[config.mk]
export PLATFORM = sky130hd
export DESIGN_NAME = sadc_port
export DESIGN_NICKNAME = d
export VERILOG_FILES = /design/src/inc/sadc_pkg.sv /design/src/hdl/sadc_sync.sv /design/src/hdl/sadc_port.sv
export SDC_FILE = /design/constraint.sdc
export NUM_CORES = 1
export LEC_CHECK = 0
export ABC_AREA = 1
export BUFFER_PORTS_ARGS = -buffer_cell sky130_fd_sc_hd__buf_2
export CAP_MARGIN = 30
export CELL_PAD_IN_SITES_DETAIL_PLACEMENT = 0
export CELL_PAD_IN_SITES_GLOBAL_PLACEMENT = 1
export CORE_MARGIN = 10
export CORE_UTILIZATION = 41
export CTS_CLUSTER_DIAMETER = 60
export DETAILED_ROUTE_END_ITERATION = 10
export PLACE_DENSITY_LB_ADDON = 0.1
export SLEW_MARGIN = 20
export SYNTH_ARGS = -nofsm -noshare
export SYNTH_HDL_FRONTEND = slang
export SYNTH_SLANG_ARGS = --single-unit
[constraint.sdc]
create_clock -name core_clk_i -period 2 [get_ports core_clk_i]
set_input_delay 0.2 -clock core_clk_i [delete_from_list [all_inputs] [get_ports core_clk_i]]
set_output_delay 0.2 -clock core_clk_i [all_outputs]
set_load 0.01 [all_outputs]
[src/inc/sadc_pkg.sv]
// Purpose: constants for the stereo converter serial output port
// Assumes: one core clock at 40 MHz is the digital section clock
// Notes: the analog modulators and filter arithmetic are outside
//
// Contract
// - analog clock halved for modulator rate; it runs at 128x word rate
// - divided clock output runs at 128x word rate, held high while either power-down high
// - analog section powered down while analog_powerdown high
// - digital powerdown high halts; release starts 4096-frame calibration
// - calibrate_flag rises at powerdown, falls 4096 frames after release
// - calibrate_source_select high routes modulators to zero-level inputs
// - role select high: device makes bit clock, window, channel clock
// - samples shifted MSB first in two's complement
// - tag bits follow each word: overload and channel identity
// - launch edge of bit clock is fixed per variant
// - master bit clock runs at 64x word rate, held low while either power-down high
// - slave: bits shift only while window high; MSB on channel edge
// - master channel clock toggles at word rate, one bit before window
// - master: left data while channel clock high, right while low
// - master: MSB appears one bit clock after channel clock change
// - slave: channel clock rising edge starts left MSB
// - left and right words of one frame sampled at same instant
// - master window rises with first bit, drops after last audio bit
// - output words forced to zero during calibration
// - measured offset stored per channel and subtracted afterwards
package sadc_pkg;
	localparam int SADC_WORD_BITS = 16;
	localparam int SADC_TAG_BITS = 2;
	localparam int SADC_CAL_FRAMES = 4096;
	localparam int SADC_BITS_PER_HALF = 32;
	localparam logic [7:0] SADC_DIV_RATIO_LO = 8'h02;
	localparam logic [7:0] SADC_DIV_RATIO_HI = 8'h03;
	localparam logic [15:0] SADC_ZERO_WORD = 16'h0000;
	localparam logic [15:0] SADC_POS_FULL = 16'h7FFF;
	localparam logic [15:0] SADC_NEG_FULL = 16'h8000;
endpackage : sadc_pkg

[src/hdl/sadc_sync.sv]
// Purpose: two-stage synchroniser for a level input
// Assumes: destination clock is core_clk_i
// Notes: first stage read only by second stage
`timescale 1ns/1ps
`default_nettype none
module sadc_sync (
	// clock and reset
	input wire logic core_clk_i,
	input wire logic rst_n_i,
	input wire logic clk_en_i,
	// level
	input wire logic async_i,
	output logic sync_o
);
	logic meta_q;
	always_ff @(posedge core_clk_i or negedge rst_n_i) begin
		if (!rst_n_i) begin
			meta_q <= 1'b0;
			sync_o <= 1'b0;
		end else if (clk_en_i) begin
			meta_q <= async_i;
			sync_o <= meta_q;
		end
	end
endmodule : sadc_sync
`default_nettype wire

[src/hdl/sadc_port.sv]
// Purpose: divider, power-down, calibration and serial output port
// Assumes: core_clk_i is the filter clock; slave pins are asynchronous
// Notes: samples arrive as one-cycle strobes from the decimator
`timescale 1ns/1ps
`default_nettype none
module sadc_port
	import sadc_pkg::*;
#(
	parameter int WORD_BITS = SADC_WORD_BITS,
	parameter int CAL_FRAMES = SADC_CAL_FRAMES,
	parameter bit LAUNCH_FALLING = 1'b0
) (
	// clock and reset
	input wire logic core_clk_i,
	input wire logic rst_n_i,
	input wire logic clk_en_i,
	// configuration pins
	input wire logic clock_ratio_select_i,
	input wire logic port_role_select_i,
	input wire logic analog_powerdown_i,
	input wire logic digital_powerdown_i,
	input wire logic calibrate_source_select_i,
	// samples from the decimator
	input wire logic sample_valid_i,
	input wire logic [WORD_BITS-1:0] left_sample_i,
	input wire logic [WORD_BITS-1:0] right_sample_i,
	input wire logic left_overload_i,
	input wire logic right_overload_i,
	// analog section control
	output logic analog_enable_o,
	output logic modulator_zero_sel_o,
	output logic divided_clock_out_o,
	output logic calibrate_flag_o,
	// serial port pins, three signals each where two-way
	input wire logic serial_bit_clock_i,
	output logic serial_bit_clock_o,
	output logic serial_bit_clock_oe_o,
	input wire logic frame_window_i,
	output logic frame_window_o,
	output logic frame_window_oe_o,
	input wire logic channel_select_clock_i,
	output logic channel_select_clock_o,
	output logic channel_select_clock_oe_o,
	output logic serial_audio_out_o
);
	localparam int FRAME_BITS = WORD_BITS + SADC_TAG_BITS;

	typedef enum logic [2:0] {
		ST_DOWN = 3'b001,
		ST_CAL = 3'b010,
		ST_RUN = 3'b100
	} sadc_state_type;

	function automatic logic [WORD_BITS-1:0] sat_sub(
		input logic [WORD_BITS-1:0] a,
		input logic [WORD_BITS-1:0] b
	);
		logic [WORD_BITS:0] d;
		d = {a[WORD_BITS-1], a} - {b[WORD_BITS-1], b};
		if (d[WORD_BITS] != d[WORD_BITS-1])
			sat_sub = d[WORD_BITS] ? WORD_BITS'(SADC_NEG_FULL)
				: WORD_BITS'(SADC_POS_FULL);
		else
			sat_sub = d[WORD_BITS-1:0];
	endfunction : sat_sub

	// =====================================================
	// input synchronisers
	logic dpd_s, apd_s, calibrate_source_select_s, role_s, ratio_s, sclk_s, fwin_s, lr_s;
	sadc_sync u_dpd (.core_clk_i(core_clk_i), .rst_n_i(rst_n_i),
		.clk_en_i(clk_en_i), .async_i(digital_powerdown_i), .sync_o(dpd_s));
	sadc_sync u_apd (.core_clk_i(core_clk_i), .rst_n_i(rst_n_i),
		.clk_en_i(clk_en_i), .async_i(analog_powerdown_i), .sync_o(apd_s));
	sadc_sync u_calibrate_source_select (.core_clk_i(core_clk_i), .rst_n_i(rst_n_i),
		.clk_en_i(clk_en_i), .async_i(calibrate_source_select_i),
		.sync_o(calibrate_source_select_s));
	sadc_sync u_role (.core_clk_i(core_clk_i), .rst_n_i(rst_n_i),
		.clk_en_i(clk_en_i), .async_i(port_role_select_i), .sync_o(role_s));
	sadc_sync u_ratio (.core_clk_i(core_clk_i), .rst_n_i(rst_n_i),
		.clk_en_i(clk_en_i), .async_i(clock_ratio_select_i),
		.sync_o(ratio_s));
	sadc_sync u_sclk (.core_clk_i(core_clk_i), .rst_n_i(rst_n_i),
		.clk_en_i(clk_en_i), .async_i(serial_bit_clock_i), .sync_o(sclk_s));
	sadc_sync u_fwin (.core_clk_i(core_clk_i), .rst_n_i(rst_n_i),
		.clk_en_i(clk_en_i), .async_i(frame_window_i), .sync_o(fwin_s));
	sadc_sync u_lr (.core_clk_i(core_clk_i), .rst_n_i(rst_n_i),
		.clk_en_i(clk_en_i), .async_i(channel_select_clock_i), .sync_o(lr_s));

	// =====================================================
	// analog section control
	always_ff @(posedge core_clk_i or negedge rst_n_i) begin
		if (!rst_n_i) begin
			analog_enable_o <= 1'b0;
			modulator_zero_sel_o <= 1'b0;
		end else if (clk_en_i) begin
			analog_enable_o <= !apd_s;
			modulator_zero_sel_o <= calibrate_source_select_s;
		end
	end

	// =====================================================
	// rate dividers: 128x output, 64x bit clock, word rate
	// divided clock is 128x word rate; analog side halves it
	logic [1:0] pre_q;
	logic [6:0] phase_q;
	logic pre_tick;
	assign pre_tick = (pre_q == 2'(SADC_DIV_RATIO_LO - 8'h01) && !ratio_s)
		|| (pre_q == 2'(SADC_DIV_RATIO_HI - 8'h01) && ratio_s);

	// dividers are reset while either power-down is high
	always_ff @(posedge core_clk_i or negedge rst_n_i) begin
		if (!rst_n_i) begin
			pre_q <= 2'h0;
			phase_q <= 7'h00;
		end else if (clk_en_i) begin
			if (dpd_s || apd_s) begin
				pre_q <= 2'h0;
				phase_q <= 7'h00;
			end else if (pre_tick) begin
				pre_q <= 2'h0;
				phase_q <= phase_q + 7'h01;
			end else begin
				pre_q <= pre_q + 2'h1;
			end
		end
	end

	// 256x gives ratio 2, 384x ratio 3: output is 128x either way
	always_ff @(posedge core_clk_i or negedge rst_n_i) begin
		if (!rst_n_i)
			divided_clock_out_o <= 1'b0;
		else if (clk_en_i)
			divided_clock_out_o <= (pre_q == 2'h0);
	end

	// master bit clock phase: one bit clock spans two 128x ticks
	logic m_sclk_rise, m_sclk_fall;
	assign m_sclk_rise = pre_tick && phase_q[0];
	assign m_sclk_fall = pre_tick && !phase_q[0];

	// =====================================================
	// calibration sequence
	sadc_state_type state_q;
	logic [12:0] cal_cnt_q;
	logic frame_tick;
	logic [WORD_BITS-1:0] off_l_q, off_r_q;

	always_ff @(posedge core_clk_i or negedge rst_n_i) begin
		if (!rst_n_i) begin
			state_q <= ST_DOWN;
			cal_cnt_q <= 13'h0000;
		end else if (clk_en_i) begin
			unique case (state_q)
				ST_DOWN: begin
					cal_cnt_q <= 13'h0000;
					if (!dpd_s)
						state_q <= ST_CAL;
				end
				ST_CAL: begin
					if (dpd_s)
						state_q <= ST_DOWN;
					else if (frame_tick) begin
						if (cal_cnt_q == 13'(CAL_FRAMES - 1))
							state_q <= ST_RUN;
						cal_cnt_q <= cal_cnt_q + 13'h0001;
					end
				end
				ST_RUN: begin
					if (dpd_s)
						state_q <= ST_DOWN;
				end
				default: state_q <= ST_DOWN;
			endcase
		end
	end

	// flag is set from the synchronised pin or from any state other than ST_RUN
	always_ff @(posedge core_clk_i or negedge rst_n_i) begin
		if (!rst_n_i)
			calibrate_flag_o <= 1'b1;
		else if (clk_en_i)
			calibrate_flag_o <= dpd_s || (state_q != ST_RUN);
	end

	// last sample seen in calibration becomes the stored offset
	always_ff @(posedge core_clk_i or negedge rst_n_i) begin
		if (!rst_n_i) begin
			off_l_q <= '0;
			off_r_q <= '0;
		end else if (clk_en_i && state_q == ST_CAL && sample_valid_i) begin
			off_l_q <= left_sample_i;
			off_r_q <= right_sample_i;
		end
	end

	// =====================================================
	// sample pair latch; both words from one strobe
	logic [FRAME_BITS-1:0] pair_l_q, pair_r_q;
	always_ff @(posedge core_clk_i or negedge rst_n_i) begin
		if (!rst_n_i) begin
			pair_l_q <= '0;
			pair_r_q <= '0;
		end else if (clk_en_i && sample_valid_i) begin
			if (state_q == ST_RUN) begin
				pair_l_q <= {sat_sub(left_sample_i, off_l_q),
					left_overload_i, 1'b1};
				pair_r_q <= {sat_sub(right_sample_i, off_r_q),
					right_overload_i, 1'b0};
			end else begin
				pair_l_q <= {WORD_BITS'(SADC_ZERO_WORD), 2'b01};
				pair_r_q <= {WORD_BITS'(SADC_ZERO_WORD), 2'b00};
			end
		end
	end

	// =====================================================
	// port timing events, master or slave
	logic sclk_d_q, lr_d_q;
	always_ff @(posedge core_clk_i or negedge rst_n_i) begin
		if (!rst_n_i) begin
			sclk_d_q <= 1'b0;
			lr_d_q <= 1'b0;
		end else if (clk_en_i) begin
			sclk_d_q <= sclk_s;
			lr_d_q <= lr_s;
		end
	end

	logic s_launch, s_lr_edge, s_lr_rise;
	assign s_launch = LAUNCH_FALLING ? (sclk_d_q && !sclk_s)
		: (!sclk_d_q && sclk_s);
	assign s_lr_edge = lr_s != lr_d_q;
	assign s_lr_rise = lr_s && !lr_d_q;

	// master bit counter inside one channel half
	logic [4:0] bit_q;
	logic m_lr_q;
	logic m_launch, m_half_end;
	assign m_launch = LAUNCH_FALLING ? m_sclk_fall : m_sclk_rise;
	assign m_half_end = m_launch && bit_q == 5'(SADC_BITS_PER_HALF - 1);
	assign frame_tick = role_s ? (m_half_end && !m_lr_q) : s_lr_rise;

	always_ff @(posedge core_clk_i or negedge rst_n_i) begin
		if (!rst_n_i) begin
			bit_q <= 5'h00;
			m_lr_q <= 1'b0;
		end else if (clk_en_i) begin
			if (dpd_s || apd_s) begin
				bit_q <= 5'h00;
				m_lr_q <= 1'b0;
			end else if (m_launch) begin
				bit_q <= bit_q + 5'h01;
				if (m_half_end)
					m_lr_q <= !m_lr_q;
			end
		end
	end

	// =====================================================
	// shifter
	logic [FRAME_BITS-1:0] shift_q;
	logic [FRAME_BITS-1:0] hold_r_q;
	logic [FRAME_BITS-1:0] next_word;
	logic [4:0] left_q;
	logic word_start, bit_step, sel_left;
	// master: word starts one bit after channel edge
	assign word_start = role_s ? (m_launch && bit_q == 5'h00)
		: s_lr_edge;
	assign bit_step = role_s ? m_launch : (s_launch && fwin_s);
	// channel high selects left
	assign sel_left = role_s ? m_lr_q : lr_s;
	// right word taken with its left word, not from a later strobe
	assign next_word = sel_left ? pair_l_q : hold_r_q;

	always_ff @(posedge core_clk_i or negedge rst_n_i) begin
		if (!rst_n_i) begin
			shift_q <= '0;
			hold_r_q <= '0;
			left_q <= 5'h00;
		end else if (clk_en_i) begin
			if (word_start) begin
				shift_q <= next_word;
				left_q <= 5'(FRAME_BITS);
				if (sel_left)
					hold_r_q <= pair_r_q;
			end else if (bit_step && left_q != 5'h00) begin
				shift_q <= {shift_q[FRAME_BITS-2:0], 1'b0};
				left_q <= left_q - 5'h01;
			end
		end
	end

	// =====================================================
	// pin drivers
	always_ff @(posedge core_clk_i or negedge rst_n_i) begin
		if (!rst_n_i) begin
			serial_audio_out_o <= 1'b0;
			serial_bit_clock_o <= 1'b0;
			channel_select_clock_o <= 1'b0;
			frame_window_o <= 1'b0;
			serial_bit_clock_oe_o <= 1'b0;
			frame_window_oe_o <= 1'b0;
			channel_select_clock_oe_o <= 1'b0;
		end else if (clk_en_i) begin
			// bits change only on launch events, clear of the sample edge
			if (word_start)
				serial_audio_out_o <= next_word[FRAME_BITS-1];
			else if (bit_step)
				serial_audio_out_o <= (left_q > 5'h01)
					? shift_q[FRAME_BITS-2] : 1'b0;
			serial_bit_clock_o <= phase_q[0];
			// edge on the launch ending the half, not on the sample edge
			channel_select_clock_o <= m_half_end ? !m_lr_q : m_lr_q;
			// window spans the audio bits only, not the tag
			frame_window_o <= role_s && (word_start
				|| left_q > 5'(SADC_TAG_BITS + 1)
				|| (left_q == 5'(SADC_TAG_BITS + 1) && !bit_step));
			serial_bit_clock_oe_o <= role_s;
			frame_window_oe_o <= role_s;
			channel_select_clock_oe_o <= role_s;
		end
	end
endmodule : sadc_port
`default_nettype wire

=== After elaboration in Yosys (flattened, before gate mapping) ===
Index checks and enable logic that the tools add are counted.

* Mux-type cells: 36
* Bitwise logic cells: 0
* Reduce and logical (&&, ||, !) cells: 41
* Divide/modulo/power cells: 0
* Shift-type cells: 0
* Add/subtract/negate cells: 7
* Order comparisons: 2
* Multipliers: 0
* Equality and inequality tests: 18

{| class="wikitable"
|+ Operators by type and width
! cell !! number
|-
| 2-to-1 mux 16 bit || 4
|-
| 2-to-1 mux 18 bit || 3
|-
| 2-to-1 mux 17 bit || 2
|-
| subtractor 16 x 16 -> 17 bit || 2
|-
| 2-to-1 mux 13 bit || 2
|-
| case mux 13 bit (2 select lines) || 1
|-
| 2-to-1 mux 5 bit || 4
|-
| logical AND 1 bit || 15
|-
| 2-to-1 mux 3 bit || 5
|-
| 2-to-1 mux 7 bit || 2
|-
| adder 13 x 1 -> 13 bit, second input constant || 1
|-
| equality test 13 x 12 -> 1 bit, second input constant || 1
|-
| 2-to-1 mux 1 bit || 10
|-
| nonzero test 2 bit || 5
|-
| case mux 3 bit (3 select lines) || 1
|-
| AND reduction 2 bit || 4
|-
| adder 7 x 1 -> 7 bit, second input constant || 1
|-
| zero test 1 bit || 6
|-
| inequality test 2 bit, second input constant || 3
|-
| inequality test 3 x 2 -> 1 bit, second input constant || 2
|-
| adder 5 x 1 -> 5 bit, second input constant || 1
|-
| equality test 5 x 2 -> 1 bit, second input constant || 1
|-
| equality test 5 bit, second input constant || 1
|-
| greater-than comparator 5 x 1 -> 1 bit, second input constant || 1
|-
| 19 further kinds || 26
|}

* RAM bits: 0
* Output and inout port bits: 11
* Register bits after elaboration: 166
* Bits in latches: 0
* Memory bits (read-only): 0
* Memories kept: 0
* Word-level logic and storage cells: 144

=== Depth between registers and ports, before layout ===
Gate-level depths: netlist of run 1.

* Word-level depth: 10
* Gate-level depth with buffers: 18
* Gate-level depth less buffers: 18

=== Hierarchy ===
Synthesis of run 1 repeated with hierarchy kept, for this count alone.

* Cell total of the unflattened synthesis: 1,230
* Area total of the unflattened synthesis: 9,253.9 um^2

{| class="wikitable"
|+ Modules (own cells, without submodules)
! module !! cells an instance !! area each (um^2) !! instances !! sequential area each (um^2)
|-
| sadc_port || 1,158 || 8,643.3 || 1 || 3,555.9
|-
| sadc_sync || 9 || 76.3 || 8 || 50.0
|}

=== Worst setup path before layout of run 1 ===
OpenSTA, ideal clock, no wires.

* Path kind: reg2reg
* Start point: reg off_r_q[0]
* End point: reg pair_r_q[11]
* Cell stages (with the launch flop): 17
* Path buffers: 1
* Setup slack: 4 ps
* Clock period less this slack: 1,996 ps
* Arrival time: 1,880 ps
* Cell sequence: dfrtp_1 ha_1 inv_1 fa_1 nand2_1 nand2_1 nand3_1 nand2_1 nand2_2 nand2_2 nand2_2 nand2_4 nand2_2 buf_6 nand3_2 nand2_1 nand2_1

* Cells in the longest elaborated chain, start to end: 4

{| class="wikitable"
|+ RTL lines
! item !! RTL line !! text
|-
| start: declaration || sadc_port.sv:146 || <nowiki>logic [WORD_BITS-1:0] off_l_q, off_r_q;</nowiki>
|-
| start signal: assignment || sadc_port.sv:192 || <nowiki>off_r_q <= right_sample_i;</nowiki>
|-
| subtractor 16 x 16 -> 17 bit * || sadc_port.sv:59 || <nowiki>d = {a[WORD_BITS-1], a} - {b[WORD_BITS-1], b};</nowiki>
|-
| 2-to-1 mux 16 bit or inequality test 1 bit (tied branches) || sadc_port.sv:61, sadc_port.sv:60 ||
|-
| 2-to-1 mux 16 bit * || sadc_port.sv:60 || <nowiki>if (d[WORD_BITS] != d[WORD_BITS-1])</nowiki>
|-
| 2-to-1 mux 18 bit * || sadc_port.sv:204 || <nowiki>if (state_q == ST_RUN) begin</nowiki>
|-
| end signal: assignment || sadc_port.sv:207 || <nowiki>pair_r_q <= {sat_sub(right_sample_i, off_r_q),</nowiki>
|-
| end signal: assignment || sadc_port.sv:211 || <nowiki>pair_r_q <= {WORD_BITS'(SADC_ZERO_WORD), 2'b00};</nowiki>
|-
| end: declaration || sadc_port.sv:198 || <nowiki>logic [FRAME_BITS-1:0] pair_l_q, pair_r_q;</nowiki>
|}

Mark *: on every way between the ends. The rest lies on a longest branch, timed or not.
A chain may end at the register's enable or synchronous reset.

=== Worst setup path in the final report of run 1 ===
* Start point: reg bit_q[1]
* End point: reg cal_cnt_q[9]

* Cells in the longest elaborated chain, start to end: 6

{| class="wikitable"
|+ RTL lines
! item !! RTL line !! text
|-
| start: declaration || sadc_port.sv:236 || <nowiki>logic [4:0] bit_q;</nowiki>
|-
| start signal: assignment || sadc_port.sv:252 || <nowiki>bit_q <= bit_q + 5'h01;</nowiki>
|-
| equality test 5 bit || sadc_port.sv:240 || <nowiki>assign m_half_end = m_launch && bit_q == 5'(SADC_BITS_PER_HALF - 1);</nowiki>
|-
| logical AND 1 bit || sadc_port.sv:240 ||
|-
| logical AND 1 bit || sadc_port.sv:241 || <nowiki>assign frame_tick = role_s ? (m_half_end && !m_lr_q) : s_lr_rise;</nowiki>
|-
| 2-to-1 mux 1 bit || sadc_port.sv:241 ||
|-
| inequality test 2 bit (no line) || n/a ||
|-
| AND reduction 4 bit (no line) || n/a ||
|-
| end signal: assignment || sadc_port.sv:165 || <nowiki>cal_cnt_q <= cal_cnt_q + 13'h0001;</nowiki>
|-
| end: declaration || sadc_port.sv:144 || <nowiki>logic [12:0] cal_cnt_q;</nowiki>
|}

No other way between the ends.

==> results of run 1 <==
## worst max-delay path, stage by stage, from the launching register on
cell and delay, ns:
dfrtp_1 0.35, ha_2 0.18, nand2_1 0.05, nor2_1 0.12, ha_2 0.18, inv_2 0.03
nor2_2 0.07, ha_2 0.18, nand2_2 0.05, nand2_2 0.09, nor2_1 0.04, nor2_1 0.12
nand2_2 0.13, nor2_4 0.15, nand2_2 0.08, nor2_4 0.15, nand2_2 0.06, nand2_2 0.05
a21oi_2 0.04
## cells by family after synthesis
family | synth area share [%]
and+or+nand+nor | 29.0
adders and majority gates | 6.45
DFF | 42.3
AOI/OAI and AO/OA | 11.0
muxes | 0.241
xor gates and xnor gates | 1.78
buffers and inverters | 9.21
## registers in the layout, summed over array words and instances, names as in the netlist, 2 cells and up
register   flops
bit_q          5
pair_r_q      17
hold_r_q      17
left_q         5
state_q        3
shift_q       17
off_r_q       16
cal_cnt_q     13
off_l_q       16
pre_q          2
pair_l_q      18
## cell usage after synthesis, types with 3 or more instances
library cell  instances
nand2_1             375
inv_1               157
dfrtp_1             156
nor2_1               94
a21oi_1              69
o21ai_0              59
nand3_1              46
ha_1                 45
nand2_2              25
nand3_2              24
clkbuf_1             15
o211ai_1             15
xnor2_1              14
o21ai_1              13
buf_2                12
inv_2                12
nand3b_1             11
a21oi_2               9
nor3_1                9
nand4_1               8
buf_6                 7
xor2_1                5
nand2_4               4
nor3_2                4
o21bai_1              4
buf_4                 3
nor2_2                3
## layout make-up
cell class | count | area (um^2) | area share (%)
Clock inverter | 10 | 164 | 1.34
Inverter | 169 | 637 | 5.19
Multi-Input combinational cell | 858 | 5340 | 43.5
Clock buffer | 19 | 453 | 3.69
Timing Repair Buffer | 163 | 1360 | 11.1
Tap cell | 285 | 357 | 2.91
Sequential cell | 158 | 3960 | 32.2
## cells in the final DEF, fill, tap and decap left out, drive strengths merged
cell type / synthesis / routed
nand2: 404 / 406
inv: 169 / 170
dfrtp: 156 / 156
buf: 23 / 150
nor2: 99 / 99
a21oi: 80 / 80
o21ai: 74 / 74
nand3: 70 / 70
ha: 45 / 45
clkbuf: 16 / 23
o211ai: 15 / 15
xnor2: 14 / 14
nor3: 13 / 13
nand3b: 11 / 11
dlygate4sd3: 0 / 9
nand4: 8 / 8
xor2: 5 / 5
o21bai: 4 / 4
clkinvlp: 0 / 4
bufinv: 0 / 4
and2: 2 / 2
mux2: 2 / 2
o22ai: 2 / 2
o31ai: 2 / 2
a31oi: 2 / 2
fa: 2 / 2
dfstp: 2 / 2
nor3b: 1 / 1
o2111ai: 1 / 1
clkinv: 0 / 1
## path summary, 6_finish.rpt
path | end | start | slack, ns
hold reg to reg | pair_l_q[0] | pair_l_q[0] | 0.45
hold / removal | pair_l_q[1] | left_overload_i | 0.04
min in group asynchronous | analog_enable_o | rst_n_i | 0.30
setup reg to reg | cal_cnt_q[9] | bit_q[1] | -0.24
max in group asynchronous | off_l_q[3] | rst_n_i | 1.02
setup / recovery | cal_cnt_q[9] | bit_q[1] | -0.24
## power by group through the flow
stage                     clock (mW)  sequential [mW]  combinational, mW
after CTS                       3.56             4.47               8.06
after floorplan                    0             4.43               5.20
final                           3.48             4.47               9.36
after global placement             0             4.50               7.20
after global routing            3.70             4.58               10.4
after detailed placement           0             4.52               7.21
## per-layer routing
| metal | global-route usage [%] | vias to the layer above | wire, um |
|---|---|---|---|
| met5 | 0 | - | 0 |
| li1 | - | 4151 | - |
| met3 | 3.11 | 10 | 599 |
| met2 | 25.3 | 76 | 11000 |
| met1 | 21.0 | 3682 | 10900 |
| met4 | 3.71 | 0 | 177 |
## metrics by stage
step | util [%] | total power [mW] | setup WS [ns] | hold slack, ns | instance area (um^2)
2_1_floorplan | - | 9.63 | 0.00390 | -0.0956 | 9350
3_3_place_gp | 46.4 | 11.7 | -0.152 | 0.197 | 10400
3_5_place_dp | 46.4 | 11.7 | -0.185 | 0.198 | 10400
4_1_cts | 51.1 | 16.1 | -0.141 | 0.0212 | 11500
5_1_grt | 54.5 | 18.7 | -0.397 | 0.0347 | 12300
6_report | 54.5 | 17.3 | -0.245 | 0.0362 | 12300
## what timing repair did
action,CTS,global route
setup buffers,3,15
cloned,5,3
gates resized for setup,56,140
hold buffers,9,0
pin swaps,26,48
endpoints found under the hold margin,54,0
setup endpoints to repair,45,87
==> key figures, run 1 <==
Logic synthesis
  • Synthesized netlist net count: around 1,300
  • Syn avg cell area: roughly 7.6 um^2
  • Count of different cell masters after synthesis: 41
  • Sequential-to-total area share from yosys stat: 42.3%
  • Post-synthesis cell type with the largest combined area: dfrtp_1
  • Count of mapped cells out of synthesis: approximately 1,200
  • Synthesized area: around 9300 um^2
  • Ys async rst share: 100%
  • Number of register bits inferred by synthesis: 158
  • Post-synth EDFFs: 0
  • Synth top area cells: dfrtp_1 (42%), nand2_1 (15%), inv_1 (6.3%)
  • Fraction of synthesized cell area taken by the top area cell type: a little over two fifths
  • Syn. warnings: 0
  • Dominant synthesized flop cell: dfrtp_1

Global route
  • GR Overflow Total: 0
  • Number of global-route vias before repair: around 7,700
  • Antenna violations before repair: 0
  • Maximum number of pins on one net before global-route repair: 65
  • First-pass GRT wire length: 37,500 um
  • Total global routing track utilization: between 10% and 20%

Hold path
  • Cell count of the worst hold path: 3
  • Worst hold-check path type: primary input to register

Timing
  • Setup repair after global routing missed its margin: yes
  • Highest clock frequency the design can meet: between 400 and 500 MHz
  • Number of max-slew violations in the final report: 0
  • Relative max-transition margin: roughly 67%
  • Final count of negative-setup-slack endpoints: 59
  • Tightest Pin Transition: 0.501 ns
  • Setup clock skew after layout: 0.0113 ns
  • Hold violation count in the final report: 0
  • Setup TNS Final: -4.78 ns
  • Final Critical Period: between 2 and 2.5 ns
  • Worst-case setup margin in the final layout: -0.245 ns
  • Period Utilization, post-route: 112%

Pwr
  • Sw frac: 40.7%
  • Sw power: 7.05 mW
  • Register share of total power: roughly a quarter
  • Peak supply drop: about 620 uV
  • Clock share of power: between 20% and 30%
  • Power per unit of standard cell area: approximately 1400 nW/um^2
  • Internal power of the cells: between 10 and 15 mW
  • Cell leakage power: between 6 and 7 nW
  • Comb pwr share: 54.1%

Clock network
  • Sinks on the clock net: 158
  • CTS Buf Count: 17
  • H-tree Lvls: 4
  • CTS clock-pin slew for the worst setup and hold paths: 0.06 ns
  • Clock latency on the worst-skew pair: between 0.4 and 0.5 ns
  • Clock buffer depth: 2
  • Clock root buffer master: clkbuf_16
  • TritonCTS clock tree: built

Setup path
  • Data required time of the worst path: between 2 and 2.5 ns
  • Worst path arrival time: 2.56 ns
  • Depth of the worst register-to-register path: 18
  • Worst setup path category: register to register
  • Launching element type of the critical path: register
  • Worst-path fanout max: 5
  • Critical Path Sink Type: register

Status
  • Result of the run: complete, but fails checks
  • Violations in the final reports: setup timing

Floorplan
  • Core area: between 20,000 and 25,000 um^2
  • Num ports: 57
  • Horizontal die dimension: 171 um
  • Area enclosed by the die boundary: approximately 29,000 um^2
  • Number of placement rows: 55
  • Starting density of the core: 41.5%
  • Height of the chip: roughly 170 um

Placement
  • Port Buffer Count: between 50 and 60
  • Final weighted congestion in routability-driven placement: approximately 0.80
  • Cell count after placement: around 1,600
  • HPWL after DPL: 15,500 um

Detailed routing
  • Number of vias per cell: ~4.8
  • Final routed wire length divided by cell count: roughly 14 um
  • Aggregate routed wire length: 22,700 um
  • Initial drt markers: roughly 270
  • Remaining number of nets flagged by the antenna check after routing: 0
  • Post-route DRC: 0
  • Total via count in the routed design: about 8,000
  • Drt pass-1 iters: 4

Cells and area
  • Final cell count without fillers: 1,662
  • Fraction of layout instances using a drive strength above 1: between 20% and 30%
  • Layout Area Growth over Synthesis: 31.3%
  • Antenna Cells: 0
  • Net count reported at finish: approximately 1,500
  • Number of fill cells: about 2,200

Job
  • Max Cap Violations: 0
Power figures use the tool's default switching activity.
==> run 2, diff against run 1 <==
- CORE_UTILIZATION: 41 -> 46
- GPL_TIMING_DRIVEN: not set -> 0
- clock period: 2 -> 2.4 ns (I/O delays scaled with it)
==> run 2 against run 1 <==
The run now ends clean. Highest routed layer unchanged. Sequential power fell by 17%. Die area decreased by 9.6%. Global-route usage is 1.0 points higher. Critical path depth fell by 1. Register-to-register slack better by 0.34 ns. Design area down 13%. Worst setup slack gained 0.34 ns. Combinational power fell by 41%. Wire length fell by 6.2%. Clock-buffer cell count grew 1. Largest cell class unchanged. Via count is 4.1% lower.
==> key figures, run 2 (synthesized netlist as in run 1, its figures left out) <==
Status
  • Result of the run: finished clean

Setup path
  • Launching element type of the critical path: register
  • Worst setup path category: register to register
  • Worst-path fanout max: 5
  • Source of the worst register-to-register timing path: pre_q[1]
  • Source of the critical timing path: pre_q[1]
  • Worst path arrival time: 2.61 ns
  • Data required time of the worst path: 2.71 ns
  • Critical Path Sink Type: register

Timing
  • Final Critical Period: roughly 2.3 ns
  • Hold violation count in the final report: 0
  • Setup clock skew after layout: roughly 0.014 ns
  • Period Utilization, post-route: around 96%
  • Setup repair after global routing missed its margin: yes
  • Number of max-slew violations in the final report: 0
  • Highest clock frequency the design can meet: 435 MHz
  • Relative max-transition margin: 58.9%
  • Final count of negative-setup-slack endpoints: 0
  • Tightest Pin Transition: 0.616 ns

Floorplan
  • Num ports: 57
  • Core area: ~20,000 um^2
  • Number of placement rows: 52
  • Starting density of the core: about 46%
  • Horizontal die dimension: approximately 160 um
  • Area enclosed by the die boundary: approximately 26,000 um^2
  • Height of the chip: between 150 and 200 um

Cells and area
  • Net count reported at finish: between 1,000 and 1,500
  • Layout Area Growth over Synthesis: 13.9%
  • Final cell count without fillers: ~1,600
  • Reg with most FFs: pair_l_q
  • Antenna Cells: 0
  • Fraction of layout instances using a drive strength above 1: approximately 17%
  • Number of fill cells: roughly 2,000
  • Multi-input gate area in the final layout: 4570 um^2
  • Max FFs per register: 18
  • Combined flip-flop and latch cell area: roughly 4000 um^2
  • Most frequent cells in the layout: nand2_1 (371), dfrtp_1 (156), inv_1 (155), nor2_1 (91), a21oi_1 (68)
  • Post-route cell area: between 10,000 and 15,000 um^2
  • Leading cell type in the layout, fill and taps excluded: nand2_1

Clock network
  • H-tree Lvls: 4
  • CTS Buf Count: 17
  • Clock latency on the worst-skew pair: 0.43 ns
  • Clock buffer depth: 2
  • Clock root buffer master: clkbuf_16
  • TritonCTS clock tree: built
  • Sinks on the clock net: roughly 160
  • CTS clock-pin slew for the worst setup and hold paths: around 0.07 ns

Pwr
  • Power per unit of standard cell area: roughly 1100 nW/um^2
  • Peak supply drop: between 400 and 500 uV
  • Cell leakage power: roughly 5.6 nW

Global route
  • GR Overflow Total: 0
  • First-pass GRT wire length: ~36,000 um
  • Antenna violations before repair: 0
  • Number of global-route vias before repair: roughly 7,400
  • Maximum number of pins on one net before global-route repair: between 80 and 90
  • Total global routing track utilization: between 10% and 20%

Placement
  • Final weighted congestion in routability-driven placement: between 0.8 and 0.9
  • Total placed instance area: around 10000 um^2
  • Cell count after placement: 1,548
  • Port Buffer Count: between 50 and 60
  • HPWL after DPL: roughly 16,000 um

Detailed routing
  • Total via count in the routed design: approximately 7,600
  • Post-route DRC: 0
  • Total met2 wirelength after detailed routing: 9910 um
  • Drt pass-1 iters: 5
  • Detailed route wirelength on metal3: 653 um
  • Final routed wire length divided by cell count: roughly 13 um
  • Highest metal used: met4
  • Number of vias per cell: between 4 and 5
  • Initial drt markers: around 480
  • Aggregate routed wire length: 21,300 um
  • Met1 routed wirelength after detailed routing: roughly 11,000 um
  • Remaining number of nets flagged by the antenna check after routing: 0

Hold path
  • Worst hold-check path type: primary input to register
  • Start point of the worst hold path: clock_ratio_select_i

Job
  • Max Cap Violations: 0
-- run 2: cell count changes in the layout (fill, tap and decap cells not counted), moves of 16 or more --
cell      delta
buf_4       -69
nand2_1     +60
nand2_2     -33
nand2_4     -24
ha_1        +22
clkbuf_1    +16
ha_4        -16
-- run 2: metrics by stage --
stage                     power [mW]  hold WS (ns)  utilization (%)  TNS, ns  setup WS (ns)
after global routing            12.9       0.00610             53.0   -0.365        -0.0826
after global placement          9.14         0.437             49.5  -232.22          -1.49
final                           11.7        0.0113             53.0        0         0.0987
after floorplan                 8.02       -0.0556                -        0          0.404
after detailed placement        9.21         0.270             49.7   -0.549        -0.0774
after CTS                       11.8       0.00367             52.4        0         0.0197
-- run 2: final timing paths --
path / slack [ns] / depth (start not counted) / endpoint
setup / recovery: 0.1 / 17 / cal_cnt_q[4]
hold / removal: 0.01 / 3 / u_ratio.meta_q
setup reg to reg: 0.1 / 17 / cal_cnt_q[4]
hold reg to reg: 0.46 / 2 / pair_l_q[0]
max in group asynchronous: 1.22 / 3 / state_q[0]
min in group asynchronous: 0.37 / 2 / u_ratio.sync_o
-- run 2: final cells by class --
type,instances,area share (%)
clock buffers,20,4.20
inverters,169,5.96
clock inverters,12,0.834
repair buffers,63,3.45
well taps,270,3.17
plain buffers,39,2.28
flip-flops and latches,158,37.2
multi-input cells,856,42.9
-- run 2: routing by layer --
metal  global-route usage [%]  up-vias
met2                     27.2       92
met5                        0        -
met3                     3.26       12
met4                     3.77        0
met1                     22.5     3471
li1                         -     4017
-- run 2: what timing repair did --
item | 4_1_cts | 5_1_grt
setup buffers | 0 | 6
setup endpoints to repair | 0 | 29
endpoints found under the hold margin | 78 | 0
hold buffers | 1 | 0
gates resized for setup | 0 | 22
-- run 2: worst max-delay path, cell delays in order, from the launching register on --
cell	delay (ns)
dfrtp_1	0.39
inv_2	0.08
ha_1	0.13
inv_1	0.06
o21ai_4	0.21
nand2_2	0.09
nor2_2	0.08
ha_1	0.14
nand2_1	0.06
nand2_2	0.11
nor2_1	0.05
nor2_1	0.13
nand2_2	0.13
buf_4	0.16
nor2_2	0.09
nand2_1	0.07
o21ai_0	0.15
a21oi_1	0.06
-- run 2: power breakdown --
part	internal (mW)	switching [mW]
registers	3.41	0.303
clock network	1.35	1.14
logic	2.12	3.41
==> run 3, diff against run 2 <==
- ABC_AREA: 1 -> not set
- CORE_UTILIZATION: 46 -> 49
==> run 3 against run 2 <==
Area after synthesis shrank 6.9%. Register-to-register slack got worse by 0.27 ns. The run now ends with setup timing left. Sequential cell count did not move. Largest cell class unchanged. Sequential power shrank 6.5%. Via count fell by 12%.
==> key figures, run 3 <==
Timing
  • Number of max-slew violations in the final report: 0
  • Smallest hold slack: ~0.044 ns
  • Worst-case setup margin in the final layout: -0.175 ns
  • Setup repair after global routing missed its margin: yes
  • Relative max-transition margin: between 40% and 50%
  • Final Critical Period: ~2.6 ns
  • Tightest Pin Transition: between 0.8 and 0.9 ns
  • Period Utilization, post-route: 107%
  • Hold violation count in the final report: 0
  • Highest clock frequency the design can meet: ~390 MHz
  • Setup clock skew after layout: just over 0.008 ns
  • Final count of negative-setup-slack endpoints: 32

Pwr
  • Overall power after layout: between 10 and 15 mW
  • Register share of total power: between 20% and 30%
  • Clock share of power: a little under a quarter
  • Comb pwr share: approximately half
  • Sw power: around 4.4 mW
  • Power per unit of standard cell area: approximately 1100 nW/um^2
  • Cell leakage power: about 5 nW
  • Internal power of the cells: around 7.7 mW
  • Sw frac: a little over a third
  • Peak supply drop: a little under 700 uV

Detailed routing
  • Drt pass-1 iters: 5
  • Total via count in the routed design: between 6,000 and 7,000
  • Final routed wire length divided by cell count: roughly 17 um
  • Number of vias per cell: 5.56
  • Post-route DRC: 0
  • Initial drt markers: 291
  • Aggregate routed wire length: 20,300 um
  • Remaining number of nets flagged by the antenna check after routing: 0

Logic synthesis
  • Post-synthesis cell type with the largest combined area: dfrtp_1
  • Sequential-to-total area share from yosys stat: between 40 and 50%
  • Fraction of synthesized cell area taken by the top area cell type: ~45%
  • Synthesized area: slightly below 9000 um^2
  • Dominant synthesized flop cell: dfrtp_1
  • Syn. warnings: 0
  • Ys async rst share: 100%
  • Synth top area cells: dfrtp_1 (45%), mux2_2 (9.2%), ha_1 (6.5%)
  • Count of mapped cells out of synthesis: 839
  • Synthesized netlist net count: between 900 and 1,000
  • Leading post-synthesis cells by instance count: dfrtp_1 (156), mux2_2 (71), nor2_1 (65)
  • Leading cell type by number of instances after synthesis: dfrtp_1
  • Syn avg cell area: ~10 um^2
  • Number of register bits inferred by synthesis: between 150 and 200
  • Post-synth EDFFs: 0
  • Count of different cell masters after synthesis: 69

Setup path
  • Source of the worst register-to-register timing path: bit_q[0]
  • Launching element type of the critical path: register
  • End point of the critical path: state_q[1]
  • Critical Path Sink Type: register
  • Source of the critical timing path: bit_q[0]
  • Slack of the worst reg-to-reg path: -0.17 ns
  • Worst path arrival time: 2.86 ns
  • Worst-path fanout max: 3
  • Worst setup path category: register to register
  • Critical Path, Cell by Cell: ha_2 -> and3_4 -> ha_4 -> and3_4 -> ha_4 -> mux2_4 -> and4b_1 -> a41oi_2 -> a21oi_2 -> o31ai_2 -> buf_4 -> o41ai_2
  • Data required time of the worst path: between 2 and 3 ns
  • Depth of the worst register-to-register path: 12
  • CP max stage delay: ~0.39 ns
  • Reg-to-Reg End: state_q[1]
  • Slowest cell on crit path: dfrtp_1

Cells and area
  • Net count reported at finish: approximately 1,100
  • Final Core Density: a little over three fifths
  • Fraction of layout instances using a drive strength above 1: a little over a third
  • Post-route cell area: roughly 11,000 um^2
  • Antenna Cells: 0
  • Max FFs per register: 18
  • Layout Area Growth over Synthesis: 26.0%
  • Most frequent cells in the layout: dfrtp_1 (156), mux2_2 (69), nor2_1 (62), nand2_1 (60), buf_2 (57)
  • Reg with most FFs: pair_l_q
  • Leading cell type in the layout, fill and taps excluded: dfrtp_1

Floorplan
  • Num ports: 57
  • Horizontal die dimension: roughly 150 um
  • Area enclosed by the die boundary: about 23,000 um^2
  • Height of the chip: 153 um
  • Core area: approximately 17,000 um^2
  • Starting density of the core: roughly half
  • Number of placement rows: 48

Clock network
  • CTS clock-pin slew for the worst setup and hold paths: 0.06 ns
  • Sinks on the clock net: roughly 160
  • CTS Buf Count: 17
  • TritonCTS clock tree: built
  • Clock buffer depth: 2
  • H-tree Lvls: 4
  • Clock latency on the worst-skew pair: 0.42 ns
  • Clock root buffer master: clkbuf_16

Global route
  • Number of global-route vias before repair: about 7,000
  • GR Overflow Total: 0
  • Maximum number of pins on one net before global-route repair: 100
  • Antenna violations before repair: 0
  • First-pass GRT wire length: 33,400 um
  • Total global routing track utilization: roughly 17%

Status
  • Result of the run: complete, but fails checks
  • Violations in the final reports: setup timing

Placement
  • Total placed instance area: 9380 um^2
  • Final weighted congestion in routability-driven placement: between 0.8 and 0.9
  • HPWL after DPL: 14,200 um
  • Port Buffer Count: 55

Hold path
  • Cell count of the worst hold path: 2
  • Worst hold-check path type: primary input to register

Job
  • Max Cap Violations: 0
-- run 3: cell count changes in the layout (fill, tap and decap cells not counted), sizes merged, moves of 34 or more --
cell,before,now
mux2,2,71
a21oi,80,42
inv,171,59
buf,85,123
nand2,404,61
nor2,99,65
nand3,70,15
-- run 3: final cells by class --
type / count / area, um^2
fill: 1436 / 6390
multi-input combinational: 586 / 4940
sequential: 158 / 3960
timing repair buffer: 108 / 762
clock buffer: 19 / 443
tap: 225 / 282
inverter: 58 / 218
buffer: 34 / 203
clock inverter: 13 / 164
-- run 3: cell families after synthesis --
group	after synthesis	share of synthesized area, %
fa+ha+maj	62	8.66
simple gates	205	11.1
mux	90	11.4
buf+inv	95	4.56
xor+xnor	39	4.23
flops	158	45.5
compound gates	190	14.6
-- run 3: worst min-delay path by stage --
stage | startpoint | slack (ns) | to
after floorplan | rst_n_i | -0.06 | analog_enable_o
after global placement | pair_l_q[0] | 0.42 | pair_l_q[0]
after detailed placement | rst_n_i | 0.34 | channel_select_clock_oe_o
after CTS | frame_window_i | 0.03 | u_fwin.meta_q
after global routing | channel_select_clock_i | 0.04 | u_lr.meta_q
final | frame_window_i | 0.04 | u_fwin.meta_q
-- run 3: metal layers --
layer	up-vias	share of wire [%]	GRT usage [%]
met5	-	0	0
met4	0	1.4	5.36
met2	121	50	28.3
li1	3255	-	-
met1	3278	45	21.4
met3	26	3.7	3.40
-- run 3: critical path: cells and delay by family (launching register included) --
family          cells  cell delay [ns]
simple gates        3             0.53
buf+inv             1             0.18
flops               1             0.39
compound gates      4             0.55
mux                 1             0.28
fa+ha+maj           3             0.50
-- run 3: what timing repair did --
action,4_1_cts,5_1_grt
setup buffers,29,22
pin swaps,29,44
hold endpoints to repair,96,0
cloned,2,0
setup endpoints to repair,88,77
gates resized for setup,86,88
hold buffers,1,0
-- run 3: through the flow --
step                      instances  TNS (ns)  worst slack (ns)
after floorplan                 839         0           0.00138
after detailed placement       1120    -14.72            -0.427
after global placement         1119   -196.68             -1.20
after global routing           1201     -6.40            -0.263
final                          1201     -2.16            -0.175
after CTS                      1181     -3.03            -0.144
-- run 3: power by group through the flow --
stage                     Clock, mW  Combinational, mW  Sequential (mW)
after global placement            0               4.30             3.47
after CTS                      2.85               5.19             3.46
final                          2.78               5.82             3.47
after floorplan                   0               3.43             3.43
after detailed placement          0               4.40             3.50
after global routing           2.95               6.42             3.54
